## src/verilog/key_store_pkg.sv

```systemverilog
`default_nettype none
package key_store_pkg;
  // Register byte offsets
  localparam logic [7:0] OFF_CTRL = 8'h00;
  localparam logic [7:0] OFF_STATUS = 8'h04;
  localparam logic [7:0] OFF_ALLOC = 8'h08;
  localparam logic [7:0] OFF_AUTH_TYPE = 8'h0C;
  localparam logic [7:0] OFF_RESP_IN = 8'h10;
  localparam logic [7:0] OFF_RESP_CALC = 8'h14;
  localparam logic [7:0] OFF_SESSION = 8'h18;
  localparam logic [7:0] OFF_KEY_SEL = 8'h1C;
  localparam logic [7:0] OFF_KEY_DATA = 8'h20;
  localparam logic [7:0] OFF_VALID = 8'h24;
  localparam logic [7:0] OFF_REJECT = 8'h28;
  // Key kinds in the 4 bit type field
  localparam logic [3:0] KIND_USER_KEY = 4'h1;
  localparam logic [3:0] KIND_AUTH_CODE = 4'h2;
  localparam logic [3:0] KIND_USER_KEY_PID = 4'h3;
  localparam logic [3:0] KIND_DERIVED_KEY = 4'h4;
  localparam logic [3:0] KIND_SCK = 4'h5;
  // Message type of the allocation request
  localparam logic [7:0] MSG_KEY_ALLOCATE = 8'h42;
  // Reject reasons
  localparam logic [7:0] REJ_NO_ALGO = 8'h0B;
  localparam logic [7:0] REJ_ALGO_UNSUP = 8'h0C;
  localparam logic [7:0] REJ_KEY_ABSENT = 8'h0D;
  // Field positions
  localparam int FLD_NUM_LSB = 0;
  localparam int FLD_KIND_LSB = 4;
  localparam int FLD_STORE_BIT = 8;
  localparam int FLD_ALGO_LSB = 16;
  localparam int FLD_DERIVED_NUM_LSB = 12;
  localparam int FLD_MSG_LSB = 24;
  // Control bits
  localparam int CTRL_GO = 0;
  localparam int CTRL_REPLY = 1;
  localparam int CTRL_AUTH_DONE = 2;
  localparam int CTRL_ABORT = 3;
  localparam logic [7:0] ALGO_SUPPORTED = 8'h01;
  localparam logic [1:0] ST_RESET = 2'h0;
  typedef enum logic [1:0] {
    ALLOC_IDLE = 2'b00,
    ALLOC_WAIT_REPLY = 2'b01,
    ALLOC_DONE = 2'b10,
    ALLOC_FAIL = 2'b11
  } alloc_state_t;
endpackage
`default_nettype wire
```

## src/verilog/auth_key_store.sv

```systemverilog
// Implementation choices: the placing of the registers and register access over Avalon-MM.
`default_nettype none
// How it works
// - Three authentication key kinds and two cipher key kinds are recognised.
// - Per identity and per identity pair, up to 8 user keys and 8 codes.
// - The personal identity is never stored; software supplies it per use.
// - Authentication type carries a 4 bit key kind and a 4 bit slot number.
// - Top bit of the key number picks identity-only or identity-pair set.
// - For user key with personal identity, the number indexes the user key.
// - Allocation element holds 4 bit source code number and 4 bit new slot.
// - Cipher info holds 4 bit key kind and 4 bit number, top bit picks set.
// - Up to 8 static and 8 derived cipher keys per identity or pair.
// - All keys sit in one retained array; codes and static keys load manually.
// - Writing a derived cipher key overwrites the slot without any check.
// - Allocation accepted only for a supported algorithm and a held code.
// - Unacceptable allocation gives a reject with reason 11, 12 or 13.
// - Acceptable allocation gives a request naming algorithm, code kind, number.
// - Matching fixed response stores the session key and erases the code.
// - User key byte i is session key byte i modulo the session key length.
// - Source codes should be at least 32 bits long.
module auth_key_store #(
  parameter int KEY_W = 32,
  parameter int SLOTS = 8
) (
  input wire logic i_clock,
  input wire logic i_nrst,
  input wire logic [7:0] i_avs_address,
  input wire logic i_avs_read,
  input wire logic i_avs_write,
  input wire logic [31:0] i_avs_writedata,
  output logic [31:0] o_avs_readdata,
  output logic o_avs_waitrequest,
  output logic o_busy
);
  if (KEY_W != 32 || SLOTS != 8) begin : g_param_check
    $error("auth_key_store: KEY_W 32 and SLOTS 8 only");
  end

  // --------------------------------
  // Storage: kind(0..3) x set(0..1) x slot(0..7)
  // --------------------------------
  // separate ranges
  logic [KEY_W-1:0] key_mem [0:63];
  logic [63:0] valid_reg;
  logic [31:0] ctrl_reg;
  logic [31:0] alloc_reg;
  logic [31:0] auth_type_reg;
  logic [31:0] resp_in_reg;
  logic [31:0] session_reg;
  logic [31:0] key_sel_reg;
  logic [7:0] reject_reg;
  logic [31:0] resp_calc_reg;
  logic ack_reg;
  key_store_pkg::alloc_state_t state_reg;

  function automatic logic [5:0] slot_index(input logic [3:0] kind, input logic [3:0] num);
    logic [1:0] k;
    k = 2'h0;
    case (kind)
      key_store_pkg::KIND_USER_KEY: k = 2'h0;
      key_store_pkg::KIND_USER_KEY_PID: k = 2'h0;
      key_store_pkg::KIND_AUTH_CODE: k = 2'h1;
      key_store_pkg::KIND_DERIVED_KEY: k = 2'h2;
      default: k = 2'h3;
    endcase
    return {k, num[3], num[2:0]};
  endfunction

  logic wr_hit;
  logic rd_hit;
  logic [3:0] src_num;
  logic [3:0] new_num;
  logic [7:0] algo;
  logic [7:0] msg_type;
  logic [5:0] src_idx;
  logic [5:0] dst_idx;
  logic [5:0] derived_idx;
  logic [5:0] sel_idx;
  logic [31:0] user_key_value;
  logic accept;
  logic reply_ok;
  // Writes land at the edge where waitrequest is seen low
  assign wr_hit = i_avs_write && ack_reg;
  assign rd_hit = i_avs_read && !ack_reg;
  assign src_num = alloc_reg[key_store_pkg::FLD_NUM_LSB +: 4];
  assign new_num = alloc_reg[key_store_pkg::FLD_KIND_LSB +: 4];
  assign algo = alloc_reg[key_store_pkg::FLD_ALGO_LSB +: 8];
  assign msg_type = alloc_reg[key_store_pkg::FLD_MSG_LSB +: 8];
  assign src_idx = slot_index(key_store_pkg::KIND_AUTH_CODE, src_num);
  assign dst_idx = slot_index(key_store_pkg::KIND_USER_KEY, new_num);
  assign derived_idx = slot_index(key_store_pkg::KIND_DERIVED_KEY,
    auth_type_reg[key_store_pkg::FLD_DERIVED_NUM_LSB +: 4]);
  assign sel_idx = slot_index(key_sel_reg[7:4], key_sel_reg[3:0]);
  // one 32 bit session word repeats over the key
  assign user_key_value = session_reg;
  assign accept = (algo == key_store_pkg::ALGO_SUPPORTED) && valid_reg[src_idx];
  assign reply_ok = resp_in_reg == resp_calc_reg;

  // --------------------------------
  // Avalon slave: one wait cycle then ack
  // --------------------------------
  always_ff @(posedge i_clock or negedge i_nrst) begin
    if (!i_nrst) begin
      ack_reg <= 1'b0;
    end else begin
      ack_reg <= (i_avs_read || i_avs_write) && !ack_reg;
    end
  end

  always_ff @(posedge i_clock or negedge i_nrst) begin
    if (!i_nrst) begin
      o_avs_waitrequest <= 1'b1;
    end else begin
      o_avs_waitrequest <= !((i_avs_read || i_avs_write) && !ack_reg);
    end
  end

  always_ff @(posedge i_clock or negedge i_nrst) begin
    if (!i_nrst) begin
      o_avs_readdata <= 32'h00000000;
    end else if (rd_hit) begin
      case (i_avs_address)
        key_store_pkg::OFF_CTRL: o_avs_readdata <= ctrl_reg;
        key_store_pkg::OFF_STATUS: o_avs_readdata <= {30'h00000000, state_reg};
        key_store_pkg::OFF_ALLOC: o_avs_readdata <= alloc_reg;
        key_store_pkg::OFF_AUTH_TYPE: o_avs_readdata <= auth_type_reg;
        key_store_pkg::OFF_RESP_IN: o_avs_readdata <= resp_in_reg;
        key_store_pkg::OFF_RESP_CALC: o_avs_readdata <= resp_calc_reg;
        key_store_pkg::OFF_SESSION: o_avs_readdata <= session_reg;
        key_store_pkg::OFF_KEY_SEL: o_avs_readdata <= key_sel_reg;
        // Codes are write-only: a stored key never leaves the block
        key_store_pkg::OFF_KEY_DATA: o_avs_readdata <= 32'h00000000;
        key_store_pkg::OFF_VALID: o_avs_readdata <= key_sel_reg[8] ?
          valid_reg[63:32] : valid_reg[31:0];
        key_store_pkg::OFF_REJECT: o_avs_readdata <= {24'h000000, reject_reg};
        default: o_avs_readdata <= 32'h00000000;
      endcase
    end
  end

  // --------------------------------
  // Software registers
  // --------------------------------
  always_ff @(posedge i_clock or negedge i_nrst) begin
    if (!i_nrst) begin
      alloc_reg <= 32'h00000000;
      auth_type_reg <= 32'h00000000;
      resp_in_reg <= 32'h00000000;
      resp_calc_reg <= 32'h00000000;
      session_reg <= 32'h00000000;
      key_sel_reg <= 32'h00000000;
    end else if (wr_hit) begin
      case (i_avs_address)
        key_store_pkg::OFF_ALLOC: alloc_reg <= i_avs_writedata;
        key_store_pkg::OFF_AUTH_TYPE: auth_type_reg <= i_avs_writedata;
        key_store_pkg::OFF_RESP_IN: resp_in_reg <= i_avs_writedata;
        key_store_pkg::OFF_RESP_CALC: resp_calc_reg <= i_avs_writedata;
        key_store_pkg::OFF_SESSION: session_reg <= i_avs_writedata;
        key_store_pkg::OFF_KEY_SEL: key_sel_reg <= i_avs_writedata;
        default: ;
      endcase
    end
  end

  // Control pulses: self clearing after one cycle
  always_ff @(posedge i_clock or negedge i_nrst) begin
    if (!i_nrst) begin
      ctrl_reg <= 32'h00000000;
    end else if (wr_hit && i_avs_address == key_store_pkg::OFF_CTRL) begin
      ctrl_reg <= i_avs_writedata;
    end else begin
      ctrl_reg <= 32'h00000000;
    end
  end

  // --------------------------------
  // Allocation handshake
  // --------------------------------
  // idle after reset
  always_ff @(posedge i_clock or negedge i_nrst) begin
    if (!i_nrst) begin
      state_reg <= key_store_pkg::ALLOC_IDLE;
      reject_reg <= 8'h00;
    end else if (ctrl_reg[key_store_pkg::CTRL_ABORT]) begin
      state_reg <= key_store_pkg::ALLOC_IDLE;
    end else begin
      case (state_reg)
        key_store_pkg::ALLOC_WAIT_REPLY: begin
          if (ctrl_reg[key_store_pkg::CTRL_REPLY]) begin
            state_reg <= reply_ok ? key_store_pkg::ALLOC_DONE : key_store_pkg::ALLOC_FAIL;
          end
        end
        default: begin
          if (ctrl_reg[key_store_pkg::CTRL_GO] && msg_type == key_store_pkg::MSG_KEY_ALLOCATE) begin
            if (accept) begin
              state_reg <= key_store_pkg::ALLOC_WAIT_REPLY;
              reject_reg <= 8'h00;
            end else begin
              state_reg <= key_store_pkg::ALLOC_FAIL;
              reject_reg <= (algo == 8'h00) ? key_store_pkg::REJ_NO_ALGO :
                (algo != key_store_pkg::ALGO_SUPPORTED) ? key_store_pkg::REJ_ALGO_UNSUP :
                key_store_pkg::REJ_KEY_ABSENT;
            end
          end
        end
      endcase
    end
  end

  logic commit;
  logic derived_store;
  assign commit = state_reg == key_store_pkg::ALLOC_WAIT_REPLY &&
    ctrl_reg[key_store_pkg::CTRL_REPLY] && reply_ok;
  assign derived_store = ctrl_reg[key_store_pkg::CTRL_AUTH_DONE] &&
    auth_type_reg[key_store_pkg::FLD_STORE_BIT];

  // --------------------------------
  // Key array and valid bits
  // --------------------------------
  // retained key store, manual load via KEY_DATA
  always_ff @(posedge i_clock) begin
    if (commit) begin
      key_mem[dst_idx] <= user_key_value;
    end else if (derived_store) begin
      key_mem[derived_idx] <= session_reg;
    end else if (wr_hit && i_avs_address == key_store_pkg::OFF_KEY_DATA) begin
      key_mem[sel_idx] <= i_avs_writedata;
    end
  end

  always_ff @(posedge i_clock or negedge i_nrst) begin
    if (!i_nrst) begin
      valid_reg <= 64'h0000000000000000;
    end else if (commit) begin
      // store new key, erase used code
      valid_reg[dst_idx] <= 1'b1;
      valid_reg[src_idx] <= 1'b0;
    end else if (derived_store) begin
      valid_reg[derived_idx] <= 1'b1;
    end else if (wr_hit && i_avs_address == key_store_pkg::OFF_KEY_DATA) begin
      valid_reg[sel_idx] <= 1'b1;
    end
  end

  always_ff @(posedge i_clock or negedge i_nrst) begin
    if (!i_nrst) begin
      o_busy <= 1'b0;
    end else begin
      o_busy <= state_reg == key_store_pkg::ALLOC_WAIT_REPLY;
    end
  end

  // --------------------------------
  // Checks
  // --------------------------------
  // code erased after commit
  AST_CODE_ERASED: assert property (@(posedge i_clock) disable iff (!i_nrst)
    commit && src_idx != dst_idx |=> !valid_reg[$past(src_idx)])
    else $error("used code not erased");
  // reply while idle has no effect
  AST_IDLE_REPLY: assert property (@(posedge i_clock) disable iff (!i_nrst)
    state_reg == key_store_pkg::ALLOC_IDLE && !ctrl_reg[key_store_pkg::CTRL_GO]
    |=> state_reg == key_store_pkg::ALLOC_IDLE)
    else $error("handshake left idle without request");
  AST_ACCEPT: assert property (@(posedge i_clock) disable iff (!i_nrst)
    state_reg != key_store_pkg::ALLOC_WAIT_REPLY && ctrl_reg[key_store_pkg::CTRL_GO] &&
    msg_type == key_store_pkg::MSG_KEY_ALLOCATE && !accept && !ctrl_reg[key_store_pkg::CTRL_ABORT]
    |=> state_reg == key_store_pkg::ALLOC_FAIL && reject_reg != 8'h00)
    else $error("unacceptable allocation not rejected");
  AST_DERIVED_STORE: assert property (@(posedge i_clock) disable iff (!i_nrst)
    derived_store && !commit |=> valid_reg[$past(derived_idx)])
    else $error("derived key not stored");
  AST_REASON: assert property (@(posedge i_clock) disable iff (!i_nrst)
    reject_reg == 8'h00 || (reject_reg >= 8'h0B && reject_reg <= 8'h0D))
    else $error("reject reason out of range");
  // Bus reads answered within two cycles
  AST_BUS_ACK: assert property (@(posedge i_clock) disable iff (!i_nrst)
    $rose(i_avs_read) |-> ##[1:2] !o_avs_waitrequest)
    else $error("bus request not answered");
  AST_BUSY: assert property (@(posedge i_clock) disable iff (!i_nrst)
    state_reg == key_store_pkg::ALLOC_WAIT_REPLY |=> o_busy)
    else $error("busy missing during allocation");
  AST_SET_SPLIT: assert property (@(posedge i_clock) disable iff (!i_nrst)
    src_idx[3] == src_num[3])
    else $error("set bit lost in index");
endmodule // auth_key_store
`default_nettype wire

```

## config.mk

```make
export PLATFORM = sky130hd
export DESIGN_NAME = auth_key_store
export DESIGN_NICKNAME = d
export VERILOG_FILES = /design/src/verilog/key_store_pkg.sv /design/src/verilog/auth_key_store.sv
export SDC_FILE = /design/constraint.sdc
export NUM_CORES = 1
export LEC_CHECK = 0
export BUFFER_PORTS_ARGS = -buffer_cell sky130_fd_sc_hd__buf_2
export CELL_PAD_IN_SITES_DETAIL_PLACEMENT = 1
export CELL_PAD_IN_SITES_GLOBAL_PLACEMENT = 1
export CORE_MARGIN = 2
export CORE_UTILIZATION = 42
export CTS_BUF_LIST = sky130_fd_sc_hd__clkbuf_8
export CTS_CLUSTER_SIZE = 24
export DETAILED_ROUTE_END_ITERATION = 16
export PLACE_DENSITY_LB_ADDON = 0.1
export SYNTH_ARGS = -nofsm -noshare
export SYNTH_HDL_FRONTEND = slang
export SYNTH_SLANG_ARGS = --single-unit
```

## constraint.sdc

```tcl
create_clock -name i_clock -period 4.4 [get_ports i_clock]
set_input_delay 0.22 -clock i_clock [delete_from_list [all_inputs] [get_ports i_clock]]
set_output_delay 0.22 -clock i_clock [all_outputs]
set_load 0.05 [all_outputs]
```

==> results.tsv <==
metric	value	unit
cp.arrival	3.73	ns
highest_layer	met4	
setup_slack	1.18	ns
yosys_warnings	0	
fp.dieW	195	um
clk_latency	0.66	ns
ys_ff_latch	329	
maxCapViolCount	0	
clock-root-buffer	clkbuf_8	
p_sw_share	25.8	%
vias_per_cell	5.95	
clock_sinks	329	
drt-initial-drc-count	763	
startpoint_type	flop	
grt_setup_unrepaired	no	
wl_per_cell	28.1	um
area_growth	15.5	%
cts.path.max_buffers	3	
synth_area	0.0154	mm2
grt_pass1_wl	79200	um
hp-class	in -> reg	
final_common_cell	dfrtp_1	
max_slew_margin	20.5	%
crit_path_end_kind	flop	
antenna_found_initial	3	
rows	70	
fin_crit_sh	73.2	%
finalNonFillerCells	1886	
synth-edff-count	0	
overflow	0	
cp_max_fo	28	
grt_pass1_vias	12000	
hold_violations	0	
ios	78	
synthDistinctLibCells	71	
period_minus_slack	3.22	ns
wl	52900	um
grt_max_degree	103	
power_frac_seq	50.4	%
avgSynthCellArea	12.3	um2
finish.utilization	48.9	%
die_h	195	um
synth_cells	1255	
drive_gt1_share	29.6	%
fin_nets	1414	
status	completed	
power_density	350	mW/mm2
combPwrFrac	5.8	%
critPathKind	reg -> reg	
dp_cells	1744	
syn_nets	1299	
mostFrequentLayoutCells	dfrtp_1 (327), mux2_2 (186), buf_2 (76)	
place_congestion	0.830	
power	6.22	mW
cts_tree	yes	
ys.flop_type	dfrtp_1	
vias	11200	
power.internal	4.61	mW
slew_violations	0	
wl_met3	2760	um
die_area	0.0382	mm2
required	4.91	ns
switchingPower	1.61	mW
cts_buffers	57	
cts_resized	0	
placed_area	0.0163	mm2
setup_viol	0	
drt-met1-wl	24100	um
start_util	42.3	%
grt_util_all_layers	28.3	%
ant_nets	0	
dpl.hpwl	35400	um
async_flop_share	100	%
drc	0	
whs	0.187	ns
pre_cts_slack	0.956	ns
ir_drop	226	uV
ys_seq_area_share	53.5	%
dr_wl_met2	24400	um
max_freq	311	MHz
p_clk_share	43.8	%
leakagePower	8.64	nW
finalClockSkew	0.0349	ns
htreeDepth	2	
port_buffers	77	
clkTransAtPathRegs	0.06	ns
core	0.0363	mm2
stdcell_area	0.0178	mm2
drt_pass1_iterations	6	
largest_reg_flops	64	
setup_tns	0	ns
max_slew.worst_pin.slew	1.19	ns
-- cells by family after synthesis --
kind of cell / count (synthesis) / synth area share [%]
XOR/XNOR: 34 / 1.93
AND/OR/NAND/NOR: 250 / 9.52
AO/OA/AOI/OAI: 294 / 13.8
buffers and inverters: 101 / 3.24
multiplexers: 247 / 18.0
flip-flops: 329 / 53.5
-- Yosys cell counts (5+ instances only) --
cell type,n,area share (%)
o31ai_1,19,0.93
nor4_1,6,0.24
a21o_1,26,1.3
a222oi_1,13,0.85
nor3b_1,15,0.73
buf_6,6,0.44
o21bai_1,17,0.83
a22oi_1,37,1.8
a211o_1,11,0.63
mux2_2,186,14
a221oi_1,13,0.74
or2_2,8,0.33
nand4_1,5,0.20
xor2_1,30,1.7
o22ai_1,26,1.1
a22o_1,26,1.5
o21ai_0,32,1.0
nand3_1,27,0.88
clkbuf_1,38,0.93
a21oi_1,28,0.91
buf_4,8,0.39
nor2b_1,5,0.20
mux2_1,11,0.80
inv_1,10,0.24
nor2_1,35,0.85
and2_1,33,1.3
mux2i_1,46,3.0
nand2b_1,12,0.49
buf_2,35,1.1
nor3_1,11,0.36
or4_1,5,0.24
o2bb2ai_1,5,0.28
o21ai_1,17,0.55
dfrtp_1,328,53
nand2_1,53,1.3
-- worst paths after layout --
kind	slack (ns)	depth (start not counted)	startpoint	to
max in group asynchronous	3.05	3	i_nrst	key_sel_reg[29]
min	0.19	5	i_avs_write	valid_reg[15]
max reg2reg	1.18	7	resp_calc_reg[0]	valid_reg[25]
max	1.18	7	resp_calc_reg[0]	valid_reg[25]
min in group asynchronous	0.26	2	i_nrst	o_avs_readdata[31]
min reg2reg	0.46	1	valid_reg[39]	valid_reg[39]
-- what timing repair did --
action,4_1_cts,5_1_grt
buffers inserted,0,0
hold buffers,35,0
setup endpoints to repair,0,0
hold endpoints to repair,322,0
-- power groups by stage --
stage | clock, mW | combinational, mW | sequential, mW
after global routing | 2.92 | 0.390 | 3.14
after CTS | 2.79 | 0.366 | 3.13
after global placement | 0 | 0.336 | 3.18
after detailed placement | 0 | 0.340 | 3.18
final | 2.72 | 0.362 | 3.13
after floorplan | 0 | 0.144 | 3.16
-- worst max-delay path, cell delays in order (launching register included) --
cell	delay (ns)
dfrtp_1	0.41
xor2_1	0.24
nor3_1	0.43
nand3_1	0.11
or4_1	1.02
buf_4	0.40
o41ai_1	0.33
o21ai_1	0.11
-- layout make-up --
class | count | area [um2]
fillers | 3772 | 18600
flip-flops and latches | 329 | 8240
multi-input cells | 825 | 6750
repair buffers | 147 | 1060
clock buffers | 69 | 950
well taps | 468 | 586
clock inverters | 35 | 150
inverters | 10 | 37.5
diodes | 3 | 7.51
-- per-layer routing --
layer	track usage, %	vias to the layer above
li1	-	4926
met1	39.4	5920
met2	45.0	290
met3	5.39	83
met4	8.74	0
met5	0	-
Note: power is estimated with default switching activity, not from simulation.
